$ cat config.mk
export PLATFORM = sky130hd
export DESIGN_NAME = dslc_device_flat
export DESIGN_NICKNAME = d
export VERILOG_FILES = /design/src/dslc_pkg.sv /design/src/dslc_link_if.sv /design/src/dslc_sync.sv /design/src/dslc_device.sv /design/src/flat_wrapper.sv
export SDC_FILE = /design/constraint.sdc
export NUM_CORES = 1
export LEC_CHECK = 0
export ABC_AREA = 0
export BUFFER_PORTS_ARGS = -buffer_cell sky130_fd_sc_hd__buf_2
export CELL_PAD_IN_SITES_DETAIL_PLACEMENT = 0
export CELL_PAD_IN_SITES_GLOBAL_PLACEMENT = 1
export CORE_MARGIN = 8
export CORE_UTILIZATION = 35
export CTS_CLUSTER_SIZE = 28
export DETAILED_ROUTE_END_ITERATION = 8
export PLACE_DENSITY = 0.7
export SLEW_MARGIN = 15
export SYNTH_ARGS = -nofsm -noshare
export SYNTH_HDL_FRONTEND = slang
export SYNTH_HIERARCHICAL = 1
export SYNTH_SLANG_ARGS = --single-unit
$ cat constraint.sdc
create_clock -name clk -period 2.8 [get_ports clk]
set_input_delay 0.56 -clock clk [delete_from_list [all_inputs] [get_ports clk]]
set_output_delay 0.56 -clock clk [all_outputs]
set_load 0.02 [all_outputs]
$ cat src/dslc_pkg.sv
// Purpose: Shared constants for the serial load control of a 20-bit converter.
// Assumes: One 10 MHz system clock at both ends; link pins sampled through two flops.
// Notes: Contract
// Contract
// Frames are 24 bits, MSB first
// Bit 23 read flag, 3 address, 20 data
// Write addresses: code, control, clear, software control
// Read addresses 1-3; address 0 is no-op
// Host shift clock at most 35 MHz
// Frame starts at frame-select falling edge
// Host gives exactly 24 falling edges
// Wrong edge count discards the frame
// Frame-select rise latches and routes data
// Read data shifts out next frame
// Serial out released while frame-select high
// Next read overlaps previous readback
// Serial out enabled after reset
// Load low: update at frame end
// Load high: update on load falling edge
// Reset pin low blocks programming
// Hardware or software reset restores defaults
// Clear low loads clear code into code
// No new code while clear low
// Output keeps clear value after clear
// Software clear bit equals clear pin
// Top 6 bits thermometer, 14 binary
// Sample data on falling shift-clock edge
package dslc_pkg;
	localparam int FRAME_BITS = 24;
	localparam int DATA_BITS = 20;
	localparam int ADDR_BITS = 3;
	localparam int RW_POS = 23;
	localparam int ADDR_HI = 22;
	localparam int ADDR_LO = 20;
	localparam logic [2:0] ADDR_NOP = 3'h0;
	localparam logic [2:0] ADDR_CODE = 3'h1;
	localparam logic [2:0] ADDR_CTRL = 3'h2;
	localparam logic [2:0] ADDR_CLRCODE = 3'h3;
	localparam logic [2:0] ADDR_SWCTRL = 3'h4;
	localparam logic [19:0] CODE_RST = 20'h00000;
	localparam logic [19:0] CTRL_RST = 20'h00000;
	localparam logic [19:0] CLRCODE_RST = 20'h00000;
	localparam int CTRL_OUTDIS_POS = 5;
	localparam int SW_LOAD_POS = 0;
	localparam int SW_CLEAR_POS = 1;
	localparam int SW_RESET_POS = 2;
	localparam int SEG_BITS = 6;
	localparam int SEG_COUNT = 63;
	localparam int BIN_BITS = 14;
	localparam int SYS_CLK_MHZ = 10;
	localparam int LINK_MAX_MHZ = 35;
	localparam int LINK_HALF_CYC = 4;
	localparam int CNT_W = 5;
endpackage : dslc_pkg

$ cat src/dslc_link_if.sv
// Purpose: Pins between the host controller and the converter front end.
// Assumes: Serial out wire resolved from its enable.
// Notes: Undriven serial out reads as high.
interface dslc_link_if;
	logic frameSelN;
	logic shiftClk;
	logic serialInLine;
	logic serialOutO;
	logic serialOutOe;
	logic loadOutputN;
	logic clearToCodeN;
	logic resetN;
	wire serialOutLine;
	assign serialOutLine = serialOutOe ? serialOutO : 1'b1;
	modport host (output frameSelN, output shiftClk, output serialInLine, output loadOutputN,
		output clearToCodeN, output resetN, input serialOutLine);
	modport device (input frameSelN, input shiftClk, input serialInLine, input loadOutputN,
		input clearToCodeN, input resetN, output serialOutO, output serialOutOe);
endinterface : dslc_link_if

$ cat src/dslc_sync.sv
// Purpose: Two-flop synchroniser for a group of pin levels.
// Assumes: Inputs asynchronous to clk.
// Notes: First stage is read only by the second.
module dslc_sync #(
	parameter int W = 1
) (
	// Clock and reset
	input wire logic clk,
	input wire logic rstn,
	input wire logic [W-1:0] rstVal,
	// Levels
	input wire logic [W-1:0] din,
	output logic [W-1:0] dout
);
	logic [W-1:0] meta_r;
	logic [W-1:0] meta_nxt;
	logic [W-1:0] sync_r;
	logic [W-1:0] sync_nxt;
	always_comb
	begin
		meta_nxt = din;
		sync_nxt = meta_r;
	end
	always_ff @(posedge clk or negedge rstn)
	begin
		if (!rstn)
		begin
			meta_r <= '1;
			sync_r <= '1;
		end
		else
		begin
			meta_r <= meta_nxt;
			sync_r <= sync_nxt;
		end
	end
	assign dout = sync_r;
endmodule : dslc_sync

$ cat src/dslc_device.sv
// Purpose: Converter front end: frame capture, register decode, update and clear.
// Assumes: Link pins sampled at 10 MHz; host keeps link timing.
// Notes: Pins idle high; sync reset vector is all ones.
module dslc_device
	import dslc_pkg::*;
(
	// Clock and reset
	input wire logic clk,
	input wire logic rstn,
	// Link
	dslc_link_if.device link,
	// Converter outputs
	output logic [SEG_COUNT-1:0] segCtrl,
	output logic [BIN_BITS-1:0] binCtrl,
	output logic [DATA_BITS-1:0] codeOut,
	output logic [DATA_BITS-1:0] ctrlOut,
	output logic frameError
);
	function automatic logic [SEG_COUNT-1:0] thermo(input logic [SEG_BITS-1:0] v);
		logic [SEG_COUNT-1:0] t;
		t = '0;
		for (int i = 0; i < SEG_COUNT; i++)
			t[i] = (i < int'(v));
		return t;
	endfunction : thermo

	logic [5:0] pins;
	logic fsN, sck, sdi, ldN, clrN, rstPinN;
	dslc_sync #(.W(6)) uSync (
		.clk(clk),
		.rstn(rstn),
		.rstVal(6'h3f),
		.din({link.frameSelN, link.shiftClk, link.serialInLine, link.loadOutputN,
			link.clearToCodeN, link.resetN}),
		.dout(pins)
	);
	assign {fsN, sck, sdi, ldN, clrN, rstPinN} = pins;

	logic fsN_r, sck_r, ldN_r;
	logic [FRAME_BITS-1:0] shift_r, shift_nxt;
	logic [FRAME_BITS-1:0] out_r, out_nxt;
	logic [CNT_W-1:0] cnt_r, cnt_nxt;
	logic over_r, over_nxt;
	logic [DATA_BITS-1:0] code_r, code_nxt, ctrl_r, ctrl_nxt, clr_r, clr_nxt;
	logic [DATA_BITS-1:0] inCode_r, inCode_nxt, dacOut_r, dacOut_nxt;
	logic pend_r, pend_nxt, err_r, err_nxt, sdo_r, sdo_nxt, oe_r, oe_nxt;
	logic [SEG_COUNT-1:0] seg_r, seg_nxt;
	logic [BIN_BITS-1:0] bin_r, bin_nxt;

	logic fsFall, fsRise, sckFall, sckRise, ldFall, goodFrame, rwBit, swReset, clrActive;
	logic [2:0] addr;
	logic [DATA_BITS-1:0] fData;

	always_comb
	begin
		fsFall = fsN_r && !fsN;
		fsRise = !fsN_r && fsN;
		sckFall = sck_r && !sck && !fsN;
		sckRise = !sck_r && sck && !fsN;
		ldFall = ldN_r && !ldN;
		goodFrame = fsRise && cnt_r == CNT_W'(FRAME_BITS) && !over_r;
		rwBit = shift_r[RW_POS];
		addr = shift_r[ADDR_HI:ADDR_LO];
		fData = shift_r[DATA_BITS-1:0];
		swReset = goodFrame && !rwBit && addr == ADDR_SWCTRL && fData[SW_RESET_POS];
		clrActive = !clrN || (goodFrame && !rwBit && addr == ADDR_SWCTRL
			&& fData[SW_CLEAR_POS]);
		shift_nxt = shift_r;
		cnt_nxt = cnt_r;
		over_nxt = over_r;
		out_nxt = out_r;
		sdo_nxt = sdo_r;
		code_nxt = code_r;
		ctrl_nxt = ctrl_r;
		clr_nxt = clr_r;
		inCode_nxt = inCode_r;
		dacOut_nxt = dacOut_r;
		pend_nxt = pend_r;
		err_nxt = err_r;
		if (fsFall)
		begin
			cnt_nxt = '0;
			over_nxt = 1'b0;
			sdo_nxt = out_r[FRAME_BITS-1];
		end
		if (sckFall)
		begin
			shift_nxt = {shift_r[FRAME_BITS-2:0], sdi};
			if (cnt_r == CNT_W'(FRAME_BITS))
				over_nxt = 1'b1;
			else
				cnt_nxt = cnt_r + 1'b1;
		end
		if (sckRise)
		begin
			out_nxt = {out_r[FRAME_BITS-2:0], 1'b0};
			sdo_nxt = out_r[FRAME_BITS-2];
		end
		if (fsRise)
		begin
			err_nxt = !goodFrame;
			out_nxt = '0;
		end
		if (goodFrame && rwBit)
		begin
			case (addr)
				ADDR_CODE: out_nxt = {shift_r[FRAME_BITS-1:DATA_BITS], code_r};
				ADDR_CTRL: out_nxt = {shift_r[FRAME_BITS-1:DATA_BITS], ctrl_r};
				ADDR_CLRCODE: out_nxt = {shift_r[FRAME_BITS-1:DATA_BITS], clr_r};
				default: out_nxt = '0;
			endcase
		end
		if (goodFrame && !rwBit)
		begin
			case (addr)
				ADDR_CODE:
				begin
					code_nxt = fData;
					inCode_nxt = fData;
					pend_nxt = 1'b1;
				end
				ADDR_CTRL: ctrl_nxt = fData;
				ADDR_CLRCODE: clr_nxt = fData;
				default: ;
			endcase
		end
		if (pend_nxt && !clrActive && ((goodFrame && !ldN) || (ldFall && fsN)))
		begin
			dacOut_nxt = inCode_nxt;
			pend_nxt = 1'b0;
		end
		if (clrActive)
		begin
			code_nxt = clr_nxt;
			inCode_nxt = clr_nxt;
			dacOut_nxt = clr_nxt;
			pend_nxt = 1'b0;
		end
		oe_nxt = !fsN && !ctrl_r[CTRL_OUTDIS_POS];
		seg_nxt = thermo(dacOut_r[DATA_BITS-1 -: SEG_BITS]);
		bin_nxt = dacOut_r[BIN_BITS-1:0];
	end

	always_ff @(posedge clk or negedge rstn)
	begin
		if (!rstn)
		begin
			fsN_r <= 1'b1;
			sck_r <= 1'b1;
			ldN_r <= 1'b1;
			shift_r <= '0;
			out_r <= '0;
			cnt_r <= '0;
			over_r <= 1'b0;
			code_r <= CODE_RST;
			ctrl_r <= CTRL_RST;
			clr_r <= CLRCODE_RST;
			inCode_r <= CODE_RST;
			dacOut_r <= CODE_RST;
			pend_r <= 1'b0;
			err_r <= 1'b0;
			sdo_r <= 1'b0;
			oe_r <= 1'b0;
			seg_r <= '0;
			bin_r <= '0;
		end
		else if (!rstPinN || swReset)
		begin
			fsN_r <= fsN;
			sck_r <= sck;
			ldN_r <= ldN;
			shift_r <= '0;
			out_r <= '0;
			cnt_r <= '0;
			over_r <= 1'b0;
			code_r <= CODE_RST;
			ctrl_r <= CTRL_RST;
			clr_r <= CLRCODE_RST;
			inCode_r <= CODE_RST;
			dacOut_r <= CODE_RST;
			pend_r <= 1'b0;
			err_r <= 1'b0;
			sdo_r <= 1'b0;
			oe_r <= 1'b0;
			seg_r <= '0;
			bin_r <= '0;
		end
		else
		begin
			fsN_r <= fsN;
			sck_r <= sck;
			ldN_r <= ldN;
			shift_r <= shift_nxt;
			out_r <= out_nxt;
			cnt_r <= cnt_nxt;
			over_r <= over_nxt;
			code_r <= code_nxt;
			ctrl_r <= ctrl_nxt;
			clr_r <= clr_nxt;
			inCode_r <= inCode_nxt;
			dacOut_r <= dacOut_nxt;
			pend_r <= pend_nxt;
			err_r <= err_nxt;
			sdo_r <= sdo_nxt;
			oe_r <= oe_nxt;
			seg_r <= seg_nxt;
			bin_r <= bin_nxt;
		end
	end

	assign link.serialOutO = sdo_r;
	assign link.serialOutOe = oe_r;
	assign segCtrl = seg_r;
	assign binCtrl = bin_r;
	assign codeOut = dacOut_r;
	assign ctrlOut = ctrl_r;
	assign frameError = err_r;
endmodule : dslc_device

$ cat src/flat_wrapper.sv
// flat-port wrapper written by rule: the top's interface ports become plain ports
module dslc_device_flat import dslc_pkg::*;
  (clk, rstn, segCtrl, binCtrl, codeOut, ctrlOut, frameError, link_frameSelN, link_shiftClk, link_serialInLine, link_loadOutputN, link_clearToCodeN, link_resetN, link_serialOutO, link_serialOutOe);
  dslc_link_if link_i ();
  input wire logic clk;
  input wire logic rstn;
  output logic [SEG_COUNT-1:0] segCtrl;
  output logic [BIN_BITS-1:0] binCtrl;
  output logic [DATA_BITS-1:0] codeOut;
  output logic [DATA_BITS-1:0] ctrlOut;
  output logic frameError;
  input wire logic [$bits(link_i.frameSelN)-1:0] link_frameSelN;
  input wire logic [$bits(link_i.shiftClk)-1:0] link_shiftClk;
  input wire logic [$bits(link_i.serialInLine)-1:0] link_serialInLine;
  input wire logic [$bits(link_i.loadOutputN)-1:0] link_loadOutputN;
  input wire logic [$bits(link_i.clearToCodeN)-1:0] link_clearToCodeN;
  input wire logic [$bits(link_i.resetN)-1:0] link_resetN;
  output wire logic [$bits(link_i.serialOutO)-1:0] link_serialOutO;
  output wire logic [$bits(link_i.serialOutOe)-1:0] link_serialOutOe;
  assign link_i.frameSelN = link_frameSelN;
  assign link_i.shiftClk = link_shiftClk;
  assign link_i.serialInLine = link_serialInLine;
  assign link_i.loadOutputN = link_loadOutputN;
  assign link_i.clearToCodeN = link_clearToCodeN;
  assign link_i.resetN = link_resetN;
  assign link_serialOutO = link_i.serialOutO;
  assign link_serialOutOe = link_i.serialOutOe;
  dslc_device u_core (.clk(clk), .rstn(rstn), .link(link_i), .segCtrl(segCtrl), .binCtrl(binCtrl), .codeOut(codeOut), .ctrlOut(ctrlOut), .frameError(frameError));
endmodule
==> results by group <==
Status
  – Status: finished clean

Placed design
  – Port bufs: 127
  – Dpl hpwl: 17.54 mm
  – GP Congestion: 0.7565
  – Placed insts: 1466

Route
  – Routed len/inst: 17.74 um
  – Residual DRC: 0
  – Antenna-violating nets left: 0
  – DR pass1 iterations: 5
  – Vias: 7717
  – Iter 0 DRT Violations: 600
  – Final wirelength: 26.89 mm
  – Via density: 5.090

Global routing
  – Largest net degree at the start of global routing: 79
  – Antenna violations before repair: 0
  – GRT Overall Usage: 14.93%
  – First-pass GRT wire length: 44.16 mm
  – Vias in the first global route: 7982
  – Grt ovf: 0

Synthesis
  – YS warnings: 6
  – Synthesized area: 10400 um2
  – Synth Net Count: 991
  – Synthesized instance count: 981
  – Mapped Avg Cell Area: 10.60 um2

Clock tree
  – CTS Hold Bufs: 0
  – Post-CTS Resized: 0
  – TritonCTS Buffers: 28
  – Depth of the CTS H-tree: 1
  – Total clock sinks: 250
  – Post-CTS Setup Repair Bufs: 0
  – Clk root buf: clkbuf_16
  – Clock Tree Buf Depth: 3
  – CTS tree: built
  – Clk slew on worst S/H paths: 60 ps
  – Skew-Pair Late Insertion Delay: 530 ps

Timing
  – Max Fclk: 397.3 MHz
  – Setup Viol. Count Final: 0
  – Slew Limit Fails: 0
  – Hold slack: 38.09 ps
  – Skew final: 13.24 ps
  – Crit path time final: 2517 ps
  – Max-slew headroom: 56.16%
  – Worst Tran Pin Value: 657.6 ps
  – RSZ-0062 raised after global routing: false
  – Fin crit share: 89.89%
  – Final hold viol count: 0
  – Total negative setup slack: 0 ps

Cells and area
  – Share of cells above drive strength 1: 23.45%
  – Multi-input logic area: 3722 um2
  – Number of fill cells: 2842
  – Area grow syn2layout: 20.50%
  – N_diodes: 0
  – Storage element area: 6275 um2
  – Layout net count: 1116
  – Final cell count without fillers: 1516

Flow run
  – Total of max-cap violations: 0

Critical path
  – Reg-to-Reg End: u_core/codeOut[2]
  – R2R Path Start: u_core/cnt_r[0]
  – Crit path launch type: flip-flop
  – Crit Path Max Fanout: 24
  – CP max stage delay: 440 ps
  – Worst setup EP type: flip-flop
  – Critical path's slowest cell: dfrtp_1
  – Reg2reg setup slack: 280 ps
  – Worst EP required: 3210 ps
  – Worst Reg-to-Reg Cells: 7
  – CP arrival: 2930 ps
  – Critical Path, Cell by Cell: inv_1, ha_1, and4b_1, a41oi_4, o311a_1, buf_4, mux2_1
  – WS Path Type: reg2reg

Power
  – Leak: 6.203 nW
  – Gate power share: 7.6%
  – Power Density: 647.7 nW/um2
  – Clk pwr share: 45.6%
  – Switching part of the total: 23.75%
  – Peak supply drop: 0.4967 mV
  – Reg power frac: 46.9%
  – Power Internal: 6.189 mW
  – NetSw: 1.927 mW

Floorplan
  – Die Height: 188.4 um
  – Die extent in x: 188.4 um
  – Row count: 63
  – Core area: 29480 um2
  – Boundary Pins: 128
  – Die footprint: 35480 um2
  – Initial core utilization: 35.27%

Worst hold path
  – HP Class: in2async
## placed cells by master (no fill, tap or decap), drive strengths merged, types with 5 or more instances in the layout
master	instances
nand3	8
a41oi	6
and3	6
nand2	138
mux2	22
dfstp	15
mux2i	40
inv	17
nor2	80
o21ai	71
o21a	5
nor3	6
and2	16
clkinv	8
clkbuf	39
buf	169
a22o	20
a21oi	143
dfrtp	235
a21o	38
## sequential cells by signal, summed over array words and instances, names as in the netlist, 5 cells and up
name and cells:
u_core/shift_r 24, u_core/out_r 24, u_core/codeOut 20, u_core/code_r 20
u_core/clr_r 20, u_core/inCode_r 20, u_core/uSync/meta_r 6, u_core/binCtrl 14
u_core/segCtrl 63, u_core/uSync/dout 6, u_core/cnt_r 5, u_core/ctrlOut 20
## worst max-delay path, delay by kind of cell, from the launching register on
kind,cells,cell delay (ps)
buffers and inverters,2,360
AOI/OAI and AO/OA,2,690
adders and majority gates,1,180
DFF,1,440
and+or+nand+nor,1,360
muxes,1,360
## power by group through the flow
stage / Combinational [mW] / Clock (mW) / Sequential (mW)
floorplan: 0.286 / 0 / 3.93
global route: 0.682 / 3.95 / 3.82
finish: 0.613 / 3.70 / 3.81
CTS: 0.624 / 3.79 / 3.81
global placement: 0.621 / 0 / 3.87
detailed placement: 0.621 / 0 / 3.87
## layout make-up
cell class	instances	share of cell area [%]
timing repair buffer	169	8.268
clock inverter	11	0.9286
inverter	16	0.4793
clock buffer	39	6.650
tap	390	3.894
multi-input combinational	641	29.71
sequential	250	50.07
## per-stage QoR
step           cell area, um2  power [mW]  setup WS (ps)  util [%]
4_1_cts                 12530       8.224          281.3     42.50
5_1_grt                 12530       8.447          167.5     42.50
6_report                12530       8.117          283.0     42.50
3_3_place_gp            11580       4.491          357.7     39.28
2_1_floorplan           10400       4.214          739.7         -
3_5_place_dp            11580       4.492          298.4     39.28
## routing by layer
metal  share of wire (%)  wire, um  vias to the layer above  GRT usage (%)
met4                 1.5       407                        0          3.668
met1                  47     12660                     3893          20.30
met3                 5.6      1498                       26          3.364
met5                   0         0                        -              0
li1                    -         -                     3619              -
met2                  46     12320                      179          23.88
## how the worst max path moves through the flow
| stage | from | endpoint | slack, ps | cells past startpoint |
|---|---|---|---|---|
| after global placement | u_core/cnt_r[0] | u_core/codeOut[1] | 360 | 7 |
| after detailed placement | u_core/cnt_r[0] | u_core/codeOut[2] | 300 | 7 |
| after global routing | u_core/cnt_r[0] | u_core/codeOut[4] | 170 | 8 |
| after floorplan | u_core/uSync/dout[5] | u_core/codeOut[17] | 740 | 8 |
| after CTS | u_core/cnt_r[0] | u_core/codeOut[2] | 280 | 7 |
| final | u_core/cnt_r[0] | u_core/codeOut[2] | 280 | 7 |
(Power assumes the default switching activity.)
